`config.mk`:
```
export PLATFORM = sky130hd
export DESIGN_NAME = nvm_access_ctrl
export DESIGN_NICKNAME = d
export VERILOG_FILES = /design/src/design/nvm_pkg.sv /design/src/design/nvm_access_ctrl.sv
export SDC_FILE = /design/constraint.sdc
export NUM_CORES = 2
export LEC_CHECK = 0
export BUFFER_PORTS_ARGS = -buffer_cell sky130_fd_sc_hd__buf_2
export CAP_MARGIN = 0
export CORE_MARGIN = 10
export CORE_UTILIZATION = 25
export CTS_CLUSTER_DIAMETER = 150
export DETAILED_ROUTE_END_ITERATION = 7
export PLACE_DENSITY = 0.35
export SLEW_MARGIN = 25
export SYNTH_ARGS = -nofsm -noshare
export SYNTH_HDL_FRONTEND = slang
export SYNTH_SLANG_ARGS = --single-unit
export TNS_END_PERCENT = 20
```
`constraint.sdc`:
```
create_clock -name mclk -period 7.6 [get_ports mclk]
set_clock_uncertainty 0.05 [all_clocks]
set_input_delay 0 -clock mclk [delete_from_list [all_inputs] [get_ports mclk]]
set_output_delay 0 -clock mclk [all_outputs]
set_load 0.05 [all_outputs]
```
`src/design/nvm_pkg.sv`:
```
// Package of constants and types for the data nonvolatile access controller.
package nvm_pkg;
   // Special function register locations as seen by the processor.
   localparam logic [7:0] LOC_REG_ADDR = 8'h3e;
   localparam logic [7:0] BYTE_REG_ADDR = 8'h3f;
   localparam logic [7:0] CTRL_REG_ADDR = 8'h40;
   localparam logic [1:0] CTRL_BANK = 2'h1;
   localparam logic [1:0] DATA_BANK = 2'h0;
   // Control register field positions.
   localparam int FETCH_TRIG_BIT = 0;
   localparam int FETCH_PERMIT_BIT = 1;
   localparam int STORE_TRIG_BIT = 2;
   localparam int STORE_PERMIT_BIT = 3;
   localparam logic [7:0] CTRL_RESET = 8'h00;
   localparam logic [7:0] CTRL_IMPL_MASK = 8'h0f;
   localparam logic [7:0] LOC_RESET = 8'h00;
   localparam logic [7:0] BYTE_RESET = 8'h00;
   // Cycle timing: a write takes a programming time, a read a few clocks.
   localparam int CLK_PERIOD_NS = 8;
   localparam int STORE_TIME_NS = 40000;
   localparam int STORE_CYCLES = (STORE_TIME_NS + CLK_PERIOD_NS - 1)
      / CLK_PERIOD_NS;
   localparam int FETCH_CYCLES = 2;
   localparam int DEPTH_SMALL = 128;
   localparam int DEPTH_LARGE = 256;

   typedef enum logic [1:0] {
      ST_IDLE = 2'b00,
      ST_FETCH = 2'b01,
      ST_STORE = 2'b10
   } nvm_state_t;

   // One special function register access from the processor.
   typedef struct packed {
      logic rd;
      logic wr;
      logic indirect;
      logic [1:0] bank;
      logic [7:0] addr;
      logic [7:0] wdata;
   } sfr_req_t;
endpackage : nvm_pkg

```
`src/design/nvm_access_ctrl.sv`:
```
// Data nonvolatile memory access controller behind three registers.
`timescale 1ns/10ps
module nvm_access_ctrl
   import nvm_pkg::*;
#(
   parameter int DEPTH = DEPTH_LARGE,
   parameter int STORE_CYC = STORE_CYCLES
) (
   input wire logic mclk,
   input wire logic nrst,
   input wire sfr_req_t req,
   input wire logic done_clear,
   output logic [7:0] rdata,
   output logic done_flag,
   output logic busy
);
   localparam int AW = (DEPTH == DEPTH_SMALL) ? 7 : 8;

   // Only the two array sizes have a decoder; refuse others at elaboration.
   if (DEPTH != DEPTH_SMALL && DEPTH != DEPTH_LARGE) begin : g_bad_depth
      $error("DEPTH must be 128 or 256");
   end
   // The cycle counter is sixteen bits wide.
   if (STORE_CYC < 1 || STORE_CYC > 65536) begin : g_bad_store
      $error("STORE_CYC must lie between 1 and 65536");
   end

   function automatic logic hit(input sfr_req_t r, input logic [7:0] a,
                                input logic [1:0] b);
      hit = (r.addr == a) && (r.indirect ? (r.bank == b) : (b == DATA_BANK));
   endfunction : hit

   logic [7:0] mem_q [DEPTH];
   logic [AW-1:0] loc_q;
   logic [7:0] byte_q;
   logic [3:0] ctrl_q;
   nvm_state_t state_q;
   logic [15:0] cnt_q;
   logic [AW-1:0] wloc_q;
   logic [7:0] wbyte_q;
   logic done_q;
   logic [7:0] rdata_q;

   wire loc_hit = hit(req, LOC_REG_ADDR, DATA_BANK);
   wire byte_hit = hit(req, BYTE_REG_ADDR, DATA_BANK);
   // Direct access always lands in bank 0, so only the indirect path reaches.
   wire ctrl_hit = req.indirect && hit(req, CTRL_REG_ADDR, CTRL_BANK);
   wire ctrl_wr = req.wr && ctrl_hit;
   // Triggers are honoured only if the permit was already set.
   wire store_go = ctrl_wr && req.wdata[STORE_TRIG_BIT]
      && ctrl_q[STORE_PERMIT_BIT] && state_q == ST_IDLE;
   wire fetch_go = ctrl_wr && req.wdata[FETCH_TRIG_BIT]
      && ctrl_q[FETCH_PERMIT_BIT] && state_q == ST_IDLE && !store_go;
   wire cyc_end = (state_q != ST_IDLE) && cnt_q == 16'h0000;

   always_ff @(posedge mclk) begin
      if (!nrst) begin
         state_q <= ST_IDLE;
         cnt_q <= 16'h0000;
      end else begin
         case (state_q)
            ST_IDLE: begin
               if (store_go) begin
                  state_q <= ST_STORE;
                  cnt_q <= 16'(STORE_CYC - 1);
               end else if (fetch_go) begin
                  state_q <= ST_FETCH;
                  cnt_q <= 16'(FETCH_CYCLES - 1);
               end
            end
            ST_FETCH, ST_STORE: begin
               if (cnt_q == 16'h0000)
                  state_q <= ST_IDLE;
               else
                  cnt_q <= cnt_q - 16'h0001;
            end
            default: state_q <= ST_IDLE;
         endcase
      end
   end

   // Control bits; triggers mirror the running cycle and fall when it ends.
   always_ff @(posedge mclk) begin
      if (!nrst) begin
         ctrl_q <= CTRL_RESET[3:0];
      end else begin
         if (ctrl_wr) begin
            ctrl_q[STORE_PERMIT_BIT] <= req.wdata[STORE_PERMIT_BIT];
            ctrl_q[FETCH_PERMIT_BIT] <= req.wdata[FETCH_PERMIT_BIT];
         end
         if (store_go)
            ctrl_q[STORE_TRIG_BIT] <= 1'b1;
         else if (cyc_end && state_q == ST_STORE)
            ctrl_q[STORE_TRIG_BIT] <= 1'b0;
         if (fetch_go)
            ctrl_q[FETCH_TRIG_BIT] <= 1'b1;
         else if (cyc_end && state_q == ST_FETCH)
            ctrl_q[FETCH_TRIG_BIT] <= 1'b0;
      end
   end

   // Address and data registers; a finished read loads the byte register.
   always_ff @(posedge mclk) begin
      if (!nrst) begin
         loc_q <= LOC_RESET[AW-1:0];
         byte_q <= BYTE_RESET;
      end else begin
         if (req.wr && loc_hit)
            loc_q <= req.wdata[AW-1:0];
         if (cyc_end && state_q == ST_FETCH)
            byte_q <= mem_q[loc_q];
         else if (req.wr && byte_hit)
            byte_q <= req.wdata;
      end
   end

   // Write operands captured at start so later register writes are harmless.
   always_ff @(posedge mclk) begin
      if (!nrst) begin
         wloc_q <= LOC_RESET[AW-1:0];
         wbyte_q <= BYTE_RESET;
      end else if (store_go) begin
         wloc_q <= loc_q;
         wbyte_q <= byte_q;
      end
   end

   // The array has no reset; it models nonvolatile contents.
   // Clearing the store permit mid-cycle drops the byte; done still sets.
   always_ff @(posedge mclk) begin
      if (cyc_end && state_q == ST_STORE && ctrl_q[STORE_PERMIT_BIT])
         mem_q[wloc_q] <= wbyte_q;
   end

   // Done flag: hardware set wins over a software clear in the same cycle.
   always_ff @(posedge mclk) begin
      if (!nrst)
         done_q <= 1'b0;
      else if (cyc_end && state_q == ST_STORE)
         done_q <= 1'b1;
      else if (done_clear)
         done_q <= 1'b0;
   end

   // Read data is registered; unmapped addresses return zero.
   always_ff @(posedge mclk) begin
      if (!nrst)
         rdata_q <= 8'h00;
      else if (req.rd && loc_hit)
         rdata_q <= 8'(loc_q);
      else if (req.rd && byte_hit)
         rdata_q <= byte_q;
      else if (req.rd && ctrl_hit)
         rdata_q <= {4'h0, ctrl_q} & CTRL_IMPL_MASK;
      else
         rdata_q <= 8'h00;
   end

   assign rdata = rdata_q;
   assign done_flag = done_q;
   assign busy = ctrl_q[STORE_TRIG_BIT];
endmodule : nvm_access_ctrl

```
==> Flow_metrics.wiki <==
{| class="wikitable"
! Metric !! Value
|-
| Result of the run || completed
|-
| Worst min-delay path class || primary input to flop
|-
| Cell-by-cell listing of the critical path || or4_1 -> or3_1 -> nor4_4 -> nand2_1 -> nor3b_2 -> nand2_1 -> nor2_1
|-
| Cell area after synthesis || 82400 um2
|-
| Synthesized netlist cell count || 4250
|-
| Slew headroom || 25.5%
|-
| Cell type with the highest occurrence count on the critical path || sky130_fd_sc_hd__nand2_1
|-
| CTS clk-pin slew, worst paths || 60 ps
|-
| Leak || 28.4 nW
|-
| Buffer levels on the longest clock path || 4
|-
| Average wire per standard cell || 30.9 um
|-
| Proportion of synthesized area in mux cells || 14.4%
|-
| Final hold violation count || 0
|-
| Main combinational cell family by area after synthesis || multiplexers
|-
| Synthesized-area fraction occupied by xor and xnor cells || 0.0850%
|-
| First-pass iteration count of the detailed router || 5
|-
| Worst-margin pin slew || 1120 ps
|-
| Number of flops mapped to enable cells by yosys || 2048
|-
| Core outline area || 328000 um2
|-
| Setup WS pre-CTS || 2270 ps
|-
| Clock net sink count || 2119
|-
| Adder and majority gate portion of the synthesized area || 0.0759%
|-
| Filler cell count || 32000
|-
| Wire length of the first global-routing pass || 383000 um
|-
| Detailed-placement wirelength estimate || 169000 um
|-
| Number of flip-flops and latches in the synthesized netlist || 2119
|-
| Clock buffers created by TritonCTS || 241
|-
| Count of nets left with antenna violations after detail routing || 0
|-
| Final design instance area without fill || 96700 um2
|-
| Top_reg_cell synth || sky130_fd_sc_hd__edfxtp_1
|-
| Most used cells in the layout excluding fill and tap cells || 2048 x sky130_fd_sc_hd__edfxtp_1, 390 x sky130_fd_sc_hd__mux4_2, 330 x sky130_fd_sc_hd__nor2_1
|-
| Detailed-route wire length || 278000 um
|-
| Yosys warning total || 0
|-
| Routed vias/inst || 4.69
|-
| Initial standard-cell utilization of the core || 25.2%
|-
| Maximum fanout count along the critical path || 16
|-
| # IOs || 34
|-
| Routed met3 length || 13600 um
|-
| Max Cap Violations || 0
|-
| Net count of the finished layout || 4485
|-
| Clock latency at the later pin of the worst-skew pair || 920 ps
|-
| Detail Route met2 WL || 129000 um
|-
| Std-Cell Rows || 210
|-
| Setup TNS after final layout || 0 ps
|-
| Final Core Density || 29.5%
|-
| Master of the slowest instance on the critical path || sky130_fd_sc_hd__nor3b_2
|-
| Slew Viols, Final || 0
|-
| Pin count of the biggest net entering global routing || 160
|-
| Library cell occupying the most area in the post-synthesis netlist || sky130_fd_sc_hd__edfxtp_1
|-
| Fraction of the yosys area taken by sequential cells || 76.3%
|-
| Detailed-routing wirelength on met1 || 129000 um
|-
| Fraction of registers with async set/reset || 0%
|-
| Routability-driven placement congestion ratio || 0.771
|-
| Clock tree from TritonCTS || built
|-
| IR Drop Worst-Case VDD || 0.184 mV
|-
| Routed vias || 42300
|-
| Data required time at the worst endpoint || 8070 ps
|-
| DRC violation count after routing || 0
|-
| Grt ovf || 0
|-
| Maximum achievable frequency || 186 MHz
|-
| Final setup violation count || 0
|-
| Height of the die || 594 um
|-
| Port Buf Inserts || 33
|-
| Unrepaired setup endpoints after global routing || no
|-
| Crit path kind || flop to flop
|-
| Initial antenna violation count || 21
|-
| Ratio of cells with drive above 1 in the final layout || 20.9%
|-
| Post-CTS setup-driven buffer insertion count || 0
|-
| Highest cell delay on the worst timing path || 880 ps
|-
| Iteration-0 DRC Markers || 3944
|-
| Post-synth top area share || 74.6%
|-
| Period Utilization, post-route || 70.9%
|-
| Total routing resource utilization after global routing || 15.2%
|-
| Cell area after placement || 88500 um2
|-
| Data arrival at the endpoint of the critical path || 5860 ps
|-
| Number of buffers inserted by hold repair at cts || 41
|-
| Most common cell after layout, fill and taps aside || sky130_fd_sc_hd__edfxtp_1
|-
| Number of distinct library cells after synthesis || 71
|-
| Max Used Layer || met4
|-
| Power per Cell Area || 252 nW/um2
|-
| Buffer cell driving the clock tree root || sky130_fd_sc_hd__clkbuf_16
|-
| Nature of the critical path endpoint || flop
|-
| Die outline area || 353000 um2
|-
| H-tree depth || 4
|-
| Area share of and/or/nand/nor cells after synthesis || 3.98%
|-
| Post-CTS resize count || 0
|-
| Area added between synthesis and finish || 17.4%
|-
| Post-route setup slack || 2220 ps
|-
| Most area-consuming cells after synthesis || sky130_fd_sc_hd__edfxtp_1 75%, sky130_fd_sc_hd__mux4_2 11%, sky130_fd_sc_hd__mux2i_1 3.5%
|-
| Startpoint type of the worst setup path || flop
|-
| Die outline width || 594 um
|-
| Number of nets in the synthesized netlist || 4279
|-
| Mean instance size in the synthesized netlist || 19.4 um2
|-
| Vias in the first global route || 43600
|-
| Fraction of the mapped netlist area in compound gates || 3.83%
|-
| Post-route minimum period || 5380 ps
|}
-- critical path, delay by kind of cell (launching register included) --
kind	cells	cell delay (ps)
flops	1	340
simple gates	7	4590
-- per-stage QoR --
stage	hold WS [ps]	total power [mW]	cells
after global placement	313	13.0	8511
final	70.2	24.4	9013
after global routing	58.8	25.2	9013
after CTS	3.46	24.7	9004
after floorplan	111	13.0	4250
after detailed placement	309	13.0	8517
-- report_power, final --
part           switching [mW]  internal (mW)  total (mW)
clock network            4.88           6.75        11.6
registers              0.0104           12.6        12.6
logic                  0.0959         0.0593       0.155
-- synth_stat cells (8+ instances only) --
master and count:
sky130_fd_sc_hd__a211oi_1 13, sky130_fd_sc_hd__a21boi_0 20, sky130_fd_sc_hd__a21oi_1 62, sky130_fd_sc_hd__a22oi_1 117, sky130_fd_sc_hd__a31oi_1 28, sky130_fd_sc_hd__and2_1 20
sky130_fd_sc_hd__buf_1 35, sky130_fd_sc_hd__buf_2 79, sky130_fd_sc_hd__buf_4 8, sky130_fd_sc_hd__clkbuf_1 117, sky130_fd_sc_hd__dfxtp_1 71, sky130_fd_sc_hd__edfxtp_1 2048
sky130_fd_sc_hd__inv_1 12, sky130_fd_sc_hd__mux2_2 18, sky130_fd_sc_hd__mux2i_1 286, sky130_fd_sc_hd__mux4_2 390, sky130_fd_sc_hd__nand2_1 137, sky130_fd_sc_hd__nand2b_1 15
sky130_fd_sc_hd__nand3_1 67, sky130_fd_sc_hd__nand4_1 19, sky130_fd_sc_hd__nor2_1 337, sky130_fd_sc_hd__nor2b_1 38, sky130_fd_sc_hd__nor3_1 35, sky130_fd_sc_hd__nor4_1 16
sky130_fd_sc_hd__o211ai_1 17, sky130_fd_sc_hd__o21ai_0 43, sky130_fd_sc_hd__o221ai_1 47, sky130_fd_sc_hd__o22ai_1 50
-- path summary, 6_finish.rpt --
kind              cells after the start       endpoint  slack (ps)       from
hold / removal                        4           flop          70     req[7]
setup / recovery                      7  mem_q[132][6]        2220   cnt_q[2]
hold reg to reg                       2     wbyte_q[3]         430  byte_q[3]
setup reg to reg                      7  mem_q[132][6]        2220   cnt_q[2]
-- sequential cells by signal, summed over array words and instances (netlist names), named ones only --
| signal | cells |
|---|---|
| loc_q | 8 |
| wloc_q | 8 |
| rdata | 8 |
| state_q | 2 |
| mem_q | 2048 |
| cnt_q | 16 |
| byte_q | 8 |
| done_flag | 1 |
| ctrl_q | 4 |
| wbyte_q | 8 |
-- routing by layer --
layer / vias to the layer above / track usage, %
li1: 17900 / -
met1: 22900 / 21.8
met2: 1157 / 24.2
met3: 304 / 2.60
met4: 0 / 3.32
met5: - / 0
-- cell type report --
class                      instances  area (um2)  area share, %
inverter                          13        48.8         0.0505
timing repair buffer             202        1830           1.89
sequential                      2119       63000           65.1
clock buffer                     297        6300           6.52
clock inverter                   149        1460           1.50
multi-input combinational       1879       18700           19.3
antenna                            8        20.0         0.0207
tap                             4346        5440           5.62
-- kinds of logic (layout without fill, tap and decap cells) --
kind of cell	count (synthesis)	after routing
flops	2119	2119
compound gates	451	451
simple gates	721	721
fa+ha+maj	5	5
mux	694	694
other cells	0	8
xor+xnor	8	8
buf+inv	252	661
(Power assumes the default switching activity.)
